--- src/pkg/arf_pkg.sv ---
// shared constants and carriers for the converter result and gain block
package arf_pkg;

    // *****************************************************
    // register addresses on the special function port
    // *****************************************************
    localparam logic [7:0] ARF_ADDR_CTL   = 8'hE8;
    localparam logic [7:0] ARF_ADDR_CFG   = 8'hBC;
    localparam logic [7:0] ARF_ADDR_RES_L = 8'hBD;
    localparam logic [7:0] ARF_ADDR_RES_H = 8'hBE;

    // *****************************************************
    // indirect gain register addresses
    // *****************************************************
    localparam logic [7:0] ARF_GADDR_HIGH  = 8'h04;
    localparam logic [7:0] ARF_GADDR_LOW   = 8'h07;
    localparam logic [7:0] ARF_GADDR_EXTRA = 8'h08;

    // *****************************************************
    // field positions
    // *****************************************************
    localparam int ARF_CTL_LJST_BIT  = 2;
    localparam int ARF_CFG_GAIN_ACCESS_ENABLE    = 0;
    localparam int ARF_CFG_RPT_LO    = 1;
    localparam int ARF_CFG_RPT_HI    = 2;
    localparam int ARF_GNA_ADD_BIT   = 0;
    localparam int ARF_CODE_W        = 12;
    localparam int ARF_JUST_SHIFT    = 4;

    // *****************************************************
    // reset values
    // *****************************************************
    localparam logic [7:0]  ARF_CTL_RST   = 8'h00;
    localparam logic [7:0]  ARF_CFG_RST   = 8'hF8;
    localparam logic [7:0]  ARF_GHI_RST   = 8'hFC;
    localparam logic [7:0]  ARF_GLO_RST   = 8'h00;
    localparam logic        ARF_GADD_RST  = 1'b1;
    localparam logic [15:0] ARF_RES_RST   = 16'h0000;
    localparam logic [7:0]  ARF_GADDR_RST = 8'h00;

    // *****************************************************
    // repeat count select encodings
    // *****************************************************
    localparam logic [1:0] ARF_RPT_1  = 2'h0;
    localparam logic [1:0] ARF_RPT_4  = 2'h1;
    localparam logic [1:0] ARF_RPT_8  = 2'h2;
    localparam logic [1:0] ARF_RPT_16 = 2'h3;

    // *****************************************************
    // carriers
    // *****************************************************
    typedef struct packed {
        logic       we;
        logic       re;
        logic [7:0] addr;
        logic [7:0] wdata;
    } arf_sfr_req_type;

    typedef struct packed {
        logic        valid;
        logic [11:0] code;
    } arf_sample_type;

    typedef struct packed {
        logic [11:0] word;
        logic        sixtyfourth_gain_add;
    } arf_gain_type;

endpackage : arf_pkg

--- src/logic/arf_result_gain.sv ---
// result formatting, accumulation and indirect gain registers of the converter
// Notes on behaviour
// - result split over high and low bytes
// - repeat one: 12-bit result every conversion
// - left justify shifts code up four places
// - unused result bits read zero after a single conversion
// - repeat above one: update after last sample
// - accumulated result is the true sum
// - sample count from repeat count select field
// - gain selectable from zero to 1.016
// - gain is thirteen bits in three registers
// - gain word is high byte then nibble
// - extra bit adds one sixty-fourth gain
// - extra gain bit is one after reset
// - gain access redirects result byte writes
// - high byte write addresses, low writes data
// - gain addresses 0x04, 0x07, 0x08
// - gain registers cannot be read back
`timescale 1ns/10ps

module arf_result_gain
    import arf_pkg::*;
(
    input  wire logic            mclk,
    input  wire logic            rst,
    input  wire arf_sfr_req_type sfr_req,
    output logic [7:0]           sfr_rdata,
    input  wire arf_sample_type  sample,
    output logic                 result_valid,
    output logic [15:0]          result_word,
    output arf_gain_type         gain,
    output logic                 gain_access_enable,
    output logic [1:0]           repeat_count_select,
    output logic                 left_justify_select
);

    // *****************************************************
    // state
    // *****************************************************
    typedef struct packed {
        logic [7:0]  ctl;
        logic [7:0]  cfg;
        logic [15:0] res;
        logic [15:0] acc;
        logic [3:0]  cnt;
        logic [7:0]  gaddr;
        logic [7:0]  ghi;
        logic [7:0]  glo;
        logic        gadd;
        logic        rvalid;
        logic [7:0]  rdata;
    } arf_state_type;

    arf_state_type st_q;
    arf_state_type st_d;

    // last sample index of a series
    function automatic logic [3:0] arf_last_index(input logic [1:0] sel);
        case (sel)
            ARF_RPT_4:  arf_last_index = 4'h3;
            ARF_RPT_8:  arf_last_index = 4'h7;
            ARF_RPT_16: arf_last_index = 4'hF;
            default:    arf_last_index = 4'h0;
        endcase
    endfunction : arf_last_index

    // aligned single sample
    function automatic logic [15:0] arf_align(input logic [11:0] code, input logic lj);
        if (lj)
        begin
            arf_align = {code, 4'h0};
        end
        else
        begin
            arf_align = {4'h0, code};
        end
    endfunction : arf_align

    logic        gen;
    logic        lj;
    logic [1:0]  rpt;
    logic [15:0] sum;
    logic        wr_h;
    logic        wr_l;

    assign gen  = st_q.cfg[ARF_CFG_GAIN_ACCESS_ENABLE];
    assign lj   = st_q.ctl[ARF_CTL_LJST_BIT];
    assign rpt  = st_q.cfg[ARF_CFG_RPT_HI:ARF_CFG_RPT_LO];
    assign sum  = st_q.acc + {4'h0, sample.code};
    assign wr_h = sfr_req.we && (sfr_req.addr == ARF_ADDR_RES_H);
    assign wr_l = sfr_req.we && (sfr_req.addr == ARF_ADDR_RES_L);

    // *****************************************************
    // next state
    // *****************************************************
    always_comb
    begin
        st_d        = st_q;
        st_d.rvalid = 1'b0;
        if (sfr_req.we && sfr_req.addr == ARF_ADDR_CTL)
        begin
            st_d.ctl = sfr_req.wdata;
        end
        if (sfr_req.we && sfr_req.addr == ARF_ADDR_CFG)
        begin
            st_d.cfg = sfr_req.wdata;
        end
        if (wr_h)
        begin
            if (gen)
            begin
                st_d.gaddr = sfr_req.wdata;
            end
            else
            begin
                st_d.res[15:8] = sfr_req.wdata;
            end
        end
        if (wr_l)
        begin
            if (gen)
            begin
                case (st_q.gaddr)
                    ARF_GADDR_HIGH:  st_d.ghi = sfr_req.wdata;
                    ARF_GADDR_LOW:   st_d.glo = {sfr_req.wdata[7:4], 4'h0};
                    ARF_GADDR_EXTRA: st_d.gadd = sfr_req.wdata[ARF_GNA_ADD_BIT];
                    default:         st_d.gaddr = st_q.gaddr;
                endcase
            end
            else
            begin
                st_d.res[7:0] = sfr_req.wdata;
            end
        end
        // conversion results take priority over a plain result write
        if (sample.valid)
        begin
            if (rpt == ARF_RPT_1)
            begin
                st_d.res    = arf_align(sample.code, lj);
                st_d.rvalid = 1'b1;
                st_d.acc    = 16'h0000;
                st_d.cnt    = 4'h0;
            end
            else if (st_q.cnt >= arf_last_index(rpt))
            begin
                st_d.res    = sum;
                st_d.rvalid = 1'b1;
                st_d.acc    = 16'h0000;
                st_d.cnt    = 4'h0;
            end
            else
            begin
                st_d.acc = sum;
                st_d.cnt = st_q.cnt + 4'h1;
            end
        end
        // read data; gain registers have no read path
        if (sfr_req.re)
        begin
            case (sfr_req.addr)
                ARF_ADDR_CTL:   st_d.rdata = st_q.ctl;
                ARF_ADDR_CFG:   st_d.rdata = st_q.cfg;
                ARF_ADDR_RES_H: st_d.rdata = st_q.res[15:8];
                ARF_ADDR_RES_L: st_d.rdata = st_q.res[7:0];
                default:        st_d.rdata = 8'h00;
            endcase
        end
    end

    // *****************************************************
    // registers
    // *****************************************************
    always_ff @(posedge mclk or posedge rst)
    begin
        if (rst)
        begin
            st_q.ctl    <= ARF_CTL_RST;
            st_q.cfg    <= ARF_CFG_RST;
            st_q.res    <= ARF_RES_RST;
            st_q.acc    <= 16'h0000;
            st_q.cnt    <= 4'h0;
            st_q.gaddr  <= ARF_GADDR_RST;
            st_q.ghi    <= ARF_GHI_RST;
            st_q.glo    <= ARF_GLO_RST;
            st_q.gadd   <= ARF_GADD_RST;
            st_q.rvalid <= 1'b0;
            st_q.rdata  <= 8'h00;
        end
        else
        begin
            st_q <= st_d;
        end
    end

    // *****************************************************
    // outputs
    // *****************************************************
    assign sfr_rdata                 = st_q.rdata;
    assign result_valid              = st_q.rvalid;
    assign result_word               = st_q.res;
    assign gain.word                 = {st_q.ghi, st_q.glo[7:4]};
    assign gain.sixtyfourth_gain_add = st_q.gadd;
    assign gain_access_enable        = gen;
    assign repeat_count_select       = rpt;
    assign left_justify_select       = lj;
endmodule : arf_result_gain

--- config.mk ---
export PLATFORM = sky130hd
export DESIGN_NAME = arf_result_gain
export DESIGN_NICKNAME = d
export VERILOG_FILES = /design/src/pkg/arf_pkg.sv /design/src/logic/arf_result_gain.sv
export SDC_FILE = /design/constraint.sdc
export NUM_CORES = 1
export LEC_CHECK = 0
export BUFFER_PORTS_ARGS = -buffer_cell sky130_fd_sc_hd__buf_2
export CAP_MARGIN = 20
export CORE_MARGIN = 8
export CORE_UTILIZATION = 55
export CTS_BUF_LIST = sky130_fd_sc_hd__clkbuf_4 sky130_fd_sc_hd__clkbuf_8
export DETAILED_ROUTE_END_ITERATION = 8
export GPL_TIMING_DRIVEN = 0
export PLACE_DENSITY = 0.77
export SYNTH_ARGS = -nofsm -noshare
export SYNTH_HDL_FRONTEND = slang
export SYNTH_SLANG_ARGS = --single-unit
--- constraint.sdc ---
create_clock -name mclk -period 4.7 [get_ports mclk]
set_input_delay 0.94 -clock mclk [delete_from_list [all_inputs] [get_ports mclk]]
set_output_delay 0.94 -clock mclk [all_outputs]
set_load 0.01 [all_outputs]
Word level (Yosys, flattened, before mapping)
Index checks and enable logic that the tools add are counted.
Storage, ports and cells
  output and inout bits: 42
  word-level logic and storage cells: 58
  bits of input ports: 33
  register bits after elaboration: 82
Cells by class
  magnitude comparators: 1
  reductions and logical operators: 9
  mux-type cells: 24
  $add $sub $neg: 2
  equal/unequal tests: 11
Operators by type and width (number)
  two-way mux 36 bit: 2
  two-way mux 8 bit: 9
  two-way mux 25 bit: 2
  == test 8 bit (second input constant): 4
  two-way mux 16 bit: 2
  one-hot mux 8 bit (4 select lines): 1
  two-way mux 20 bit: 1
  adder 16 x 12 -> 16 bit: 1
  == test 8 x 3 -> 1 bit (second input constant): 2
  one-hot mux 4 bit (3 select lines): 1
  AND reduction 3 bit: 3
  == test 8 x 4 -> 1 bit (second input constant): 1
  two-way mux 4 bit: 2
  adder 4 x 1 -> 4 bit (second input constant): 1
  == test 2 bit (second input constant): 2
  >= comparator 4 bit: 1
  logical AND 1 bit: 4
  two-way mux 1 bit: 4
  != test 3 bit (second input constant): 1
  OR reduction 3 bit: 1
  == test 2 x 1 -> 1 bit (second input constant): 1
  zero test 2 bit: 1

Longest topological paths before layout
  depth in word-level cells: 8
  gate-level depth with buffers: 10
  mapped depth without buffers: 8

Worst setup path before layout
OpenSTA, ideal clock, no wires.
  path type: input to register
  start point: input sample[0] (netlist bit)
  end point: register st_q[50] (netlist bit)
  path slack: 1820 ps
  library setup time: 110 ps
  stages on the path: 8
  data required time: 4590 ps
  buffers on the path: 0
  arrival time: 2770 ps
  cell sequence: ha_1 > fa_1 > a21o_1 > a221oi_2 > o31ai_1 > a2111oi_0 > o21ai_0 > o41ai_1
Between the ends
  cells in the longest elaborated chain, start to end: 3
Ends and longest elaborated chain
  start: declaration: RTL line arf_result_gain.sv:28  | input wire arf_sample_type sample,
  adder 16 x 12 -> 16 bit: RTL line arf_result_gain.sv:89  | assign sum = st_q.acc + {4'h0, sample.code};
  two-way mux 20 bit: RTL line arf_result_gain.sv:145  | else if (st_q.cnt >= arf_last_index(rpt))
  two-way mux 36 bit: RTL line arf_result_gain.sv:138  | if (rpt == ARF_RPT_1)
  end signal: assignment: RTL line arf_result_gain.sv:192  | st_q <= st_d;
  end: declaration: RTL line arf_result_gain.sv:54  | arf_state_type st_q;
No other way between the ends.
A chain may end at the register's enable or synchronous reset.

==> impl_results.md <==
* Share of Yosys cell area claimed by the top area cell type at 36.3%
* Initial DRT Pass Iterations at 5
* CP Class: input port to register
* Startpoint of the most critical hold path: st_q[37]$_DFFE_PP0P_
* Seq cells post-synth at 82
* Routed length per instance at 19.0 um
* Final #Nets at 571
* Detailed-placement wirelength estimate at 9170 um
* Primary flip-flop cell chosen by synthesis mapping: sky130_fd_sc_hd__dfrtp_1
* Type of element launching the critical path: input port
* Post-DR vias/cell at 5.97
* GRT Residual Overflow at 0
* Placed insts at 617
* CTS tree: yes
* CP arrival at 3.23 ns
* First DRT Iteration DRCs at 281
* Antenna violations before repair at 0
* XOR/XNOR Fraction of Synth Area at 2.36%
* Share of the synthesized area in compound gates (AO/OA/AOI/OAI) at 17.4%
* Cells taking the most area after synthesis: sky130_fd_sc_hd__dfrtp_1 (36%), sky130_fd_sc_hd__mux2_2 (9.6%), sky130_fd_sc_hd__dfstp_2 (6.5%)
* Proportion of register bits with asynchronous set or reset after synthesis at 100%
* Core Area at 8640 um2
* Finish-stage setup viols at 0
* Layout cells sized above 1 at 39.6%
* Critical path capture point type: register
* Worst-case clock skew at 0.00852 ns
* Max-Slew Margin vs Limit at 41.5%
* Number of cells upsized or downsized after cts at 0
* Worst-Margin Slew at 0.870 ns
* Width of the chip at 110 um
* Mean post-synth cell area at 11.1 um2
* Number of failing hold endpoints at the final stage at 0
* Via count of the first global-routing pass at 3761
* Detailed Route WL at 12100 um
* Yosys top cell by area: sky130_fd_sc_hd__dfrtp_1
* CP cell instances: buf_2, ha_1, fa_1, a21o_1, a221oi_2, o31ai_1, o31a_1, xnor2_1, o221ai_1
* Outcome: finished clean
* Via count at 3781
* Crit path max fanout at 5
* Non-filler cells in the finished layout at 633
* Maximum frequency from static timing analysis at 330 MHz
* Area share of and/or/nand/nor cells after synthesis at 9.72%
* R2r startpoint: repeat_count_select[0]$_DFFE_PP0P_
* Mapped Cells at 435
* Number of I/O pins at 75
* Worst IR Drop VDD at 0.133 mV
* Post-layout power at 1470 uW
* Mux share of post-synthesis cell area at 13.9%
* Syn_nets at 486
* Summed area of non-filler cells in the final layout at 5560 um2
* Pin count of the biggest net entering global routing at 58
* Global-route wire length before repair at 19400 um
* Dominant combinational cell family by area after synthesis: compound AO/OA/AOI/OAI gates
* Total negative slack at 0 ns
* First element of the critical path: sample[0]
* Clock-pin slew on the worst setup and hold paths at 0.09 ns
* Final slew viol count at 0
* Static leakage at 0.00271 uW
* Max stage delay on crit path at 0.41 ns
* Number of buffers added for setup after CTS at 0
* Worst hold slack after final layout at 0.496 ns
* Number of port buffers at 73
* Synthesis-to-finish area growth at 15.1%
* Cell chosen for the clock root: sky130_fd_sc_hd__clkbuf_8
* Clock buffers created by TritonCTS at 9
* Clock latency reported for the late side of the worst-skew pair at 0.36 ns
* Number of warnings printed during yosys synthesis at 0
* Inserted Diodes at 0
* Power per Cell Area at 264 nW/um2
* Slowest library cell on the worst path: sky130_fd_sc_hd__fa_1
* Portion of the post-synthesis area used by sequential elements at 42.8%
* Total of hold buffers inserted after clock tree synthesis at 0
* Unrepaired setup endpoints after global routing: false
* Portion of the clock cycle consumed by the worst path in the final layout at 64.4%
* Adder-cell share of the synthesized area at 4.82%
* Critical path data required time at 4.90 ns
* Starting density of the core at 55.9%
* Number of enable flip-flop cells after synthesis at 0
* Instance area at placement at 5360 um2
* Cell row count at 34
* CTS H-tree lvls at 3
* Die area at 12000 um2
* Worst min path class: register to register
* Last weighted congestion value of the routability-driven placer at 0.874
* Max Root-Sink Buffers at 2
* Min Tclk post-route at 3.03 ns
* Drc violations at 0
* Y dimension of the die at 110 um
* Gr usage total at 20.6%
* Antenna-violating nets left at 0
* Number of max-cap violations at 0
* Total clock sinks at 82
* Slack of the worst reg-to-reg path at 1.78 ns
* Synth unique cells at 67
* Synthesized area at 4830 um2
[synthesized netlist by cell type, types with 2 or more instances]
master,n
sky130_fd_sc_hd__a211oi_1,3
sky130_fd_sc_hd__buf_4,40
sky130_fd_sc_hd__nand3_1,11
sky130_fd_sc_hd__and4_1,2
sky130_fd_sc_hd__o22ai_1,10
sky130_fd_sc_hd__o31ai_1,3
sky130_fd_sc_hd__o2bb2ai_1,9
sky130_fd_sc_hd__a21boi_0,8
sky130_fd_sc_hd__dfrtp_1,70
sky130_fd_sc_hd__dfstp_2,12
sky130_fd_sc_hd__a22o_1,2
sky130_fd_sc_hd__nor2_1,12
sky130_fd_sc_hd__xnor2_1,10
sky130_fd_sc_hd__mux2_2,41
sky130_fd_sc_hd__xor2_1,3
sky130_fd_sc_hd__nor3_1,2
sky130_fd_sc_hd__mux2i_1,21
sky130_fd_sc_hd__o21ai_1,2
sky130_fd_sc_hd__or3_1,2
sky130_fd_sc_hd__inv_1,19
sky130_fd_sc_hd__and3_1,5
sky130_fd_sc_hd__ha_1,17
sky130_fd_sc_hd__nor4_1,2
sky130_fd_sc_hd__nand2_1,23
sky130_fd_sc_hd__o21ai_0,14
sky130_fd_sc_hd__o21a_1,4
sky130_fd_sc_hd__buf_2,8
sky130_fd_sc_hd__a21o_1,4
sky130_fd_sc_hd__a31oi_1,2
sky130_fd_sc_hd__nor2b_1,2
sky130_fd_sc_hd__a22oi_1,2
sky130_fd_sc_hd__o221ai_1,10
sky130_fd_sc_hd__nand2_4,2
sky130_fd_sc_hd__o22a_1,2
sky130_fd_sc_hd__a222oi_1,8
sky130_fd_sc_hd__clkbuf_1,5
sky130_fd_sc_hd__a21oi_1,13
[critical path: cells and delay by family]
family                   cells  cell delay, ns
AO/OA/AOI/OAI                5            1.31
XOR/XNOR                     1            0.21
adder cells (fa/ha/maj)      2            0.64
buffers and inverters        1            0.12
[sequential cells by signal, summed over array words and instances, names as in the netlist]
signal               cells
result_word             16
sfr_rdata                8
gain                    13
repeat_count_select      2
gain_access_enable       1
result_valid             1
st_q                    40
left_justify_select      1
[final cells by class]
class / count / area (um2)
clock buffer: 9 / 124
multi-input combinational: 280 / 2330
fill: 720 / 3080
timing repair buffer: 74 / 393
inverter: 19 / 73.8
tap: 108 / 135
clock inverter: 7 / 76.3
sequential: 82 / 2070
buffer: 54 / 363
[per-layer routing]
metal	share of wire, %	global-route usage, %	vias up
li1	-	-	1758
met1	44	27.2	1866
met2	47	33.5	137
met3	6.9	4.16	20
met4	2.1	6.08	0
met5	0	0	-
[cells by family (layout without fill, tap and decap cells)]
| group | Yosys count | count (layout) |
|---|---|---|
| AO/OA/AOI/OAI | 110 | 110 |
| XOR/XNOR | 13 | 13 |
| adder cells (fa/ha/maj) | 18 | 18 |
| buffers and inverters | 73 | 163 |
| flip-flops | 82 | 82 |
| multiplexers | 62 | 62 |
| AND/OR/NAND/NOR | 77 | 77 |
[where the power goes]
part	internal [uW]	switching, uW	total (uW)	leakage [uW]
Clock	249	281	531	0.0000962
Combinational	80.6	112	193	0.00154
Sequential	727	18.9	746	0.00108
[worst paths after layout]
check,endpoint,depth (start not counted)
max,result_word[14]$_DFF_PP0_,9
min,st_q[37]$_DFFE_PP0P_,1
max reg2reg,result_word[14]$_DFF_PP0_,10
min reg2reg,st_q[37]$_DFFE_PP0P_,1
max in group asynchronous,gain[12]$_DFFE_PP1P_,3
min in group asynchronous,sfr_rdata[4]$_DFFE_PP0P_,2
[cell usage in the layout, fill, tap and decap left out, types with 9 or more instances in the layout]
cell type / n
sky130_fd_sc_hd__buf_4: 40
sky130_fd_sc_hd__nand3_1: 11
sky130_fd_sc_hd__clkbuf_8: 9
sky130_fd_sc_hd__mux2_2: 41
sky130_fd_sc_hd__dfstp_2: 12
sky130_fd_sc_hd__dfrtp_1: 70
sky130_fd_sc_hd__ha_1: 17
sky130_fd_sc_hd__o21ai_0: 14
sky130_fd_sc_hd__inv_1: 18
sky130_fd_sc_hd__mux2i_1: 21
sky130_fd_sc_hd__xnor2_1: 10
sky130_fd_sc_hd__nor2_1: 12
sky130_fd_sc_hd__o221ai_1: 10
sky130_fd_sc_hd__nand2_1: 23
sky130_fd_sc_hd__a21oi_1: 13
sky130_fd_sc_hd__o2bb2ai_1: 9
sky130_fd_sc_hd__buf_2: 81
sky130_fd_sc_hd__o22ai_1: 10
[per-stage QoR]
| stage | utilization (%) | setup WS (ns) |
|---|---|---|
| floorplan | - | 1.67 |
| detailed placement | 62.1 | 1.34 |
| global route | 64.4 | 1.61 |
| finish | 64.4 | 1.67 |
| CTS | 64.4 | 1.72 |
| global placement | 61.7 | 0.705 |
No activity file was read; power rests on OpenSTA's default activity.
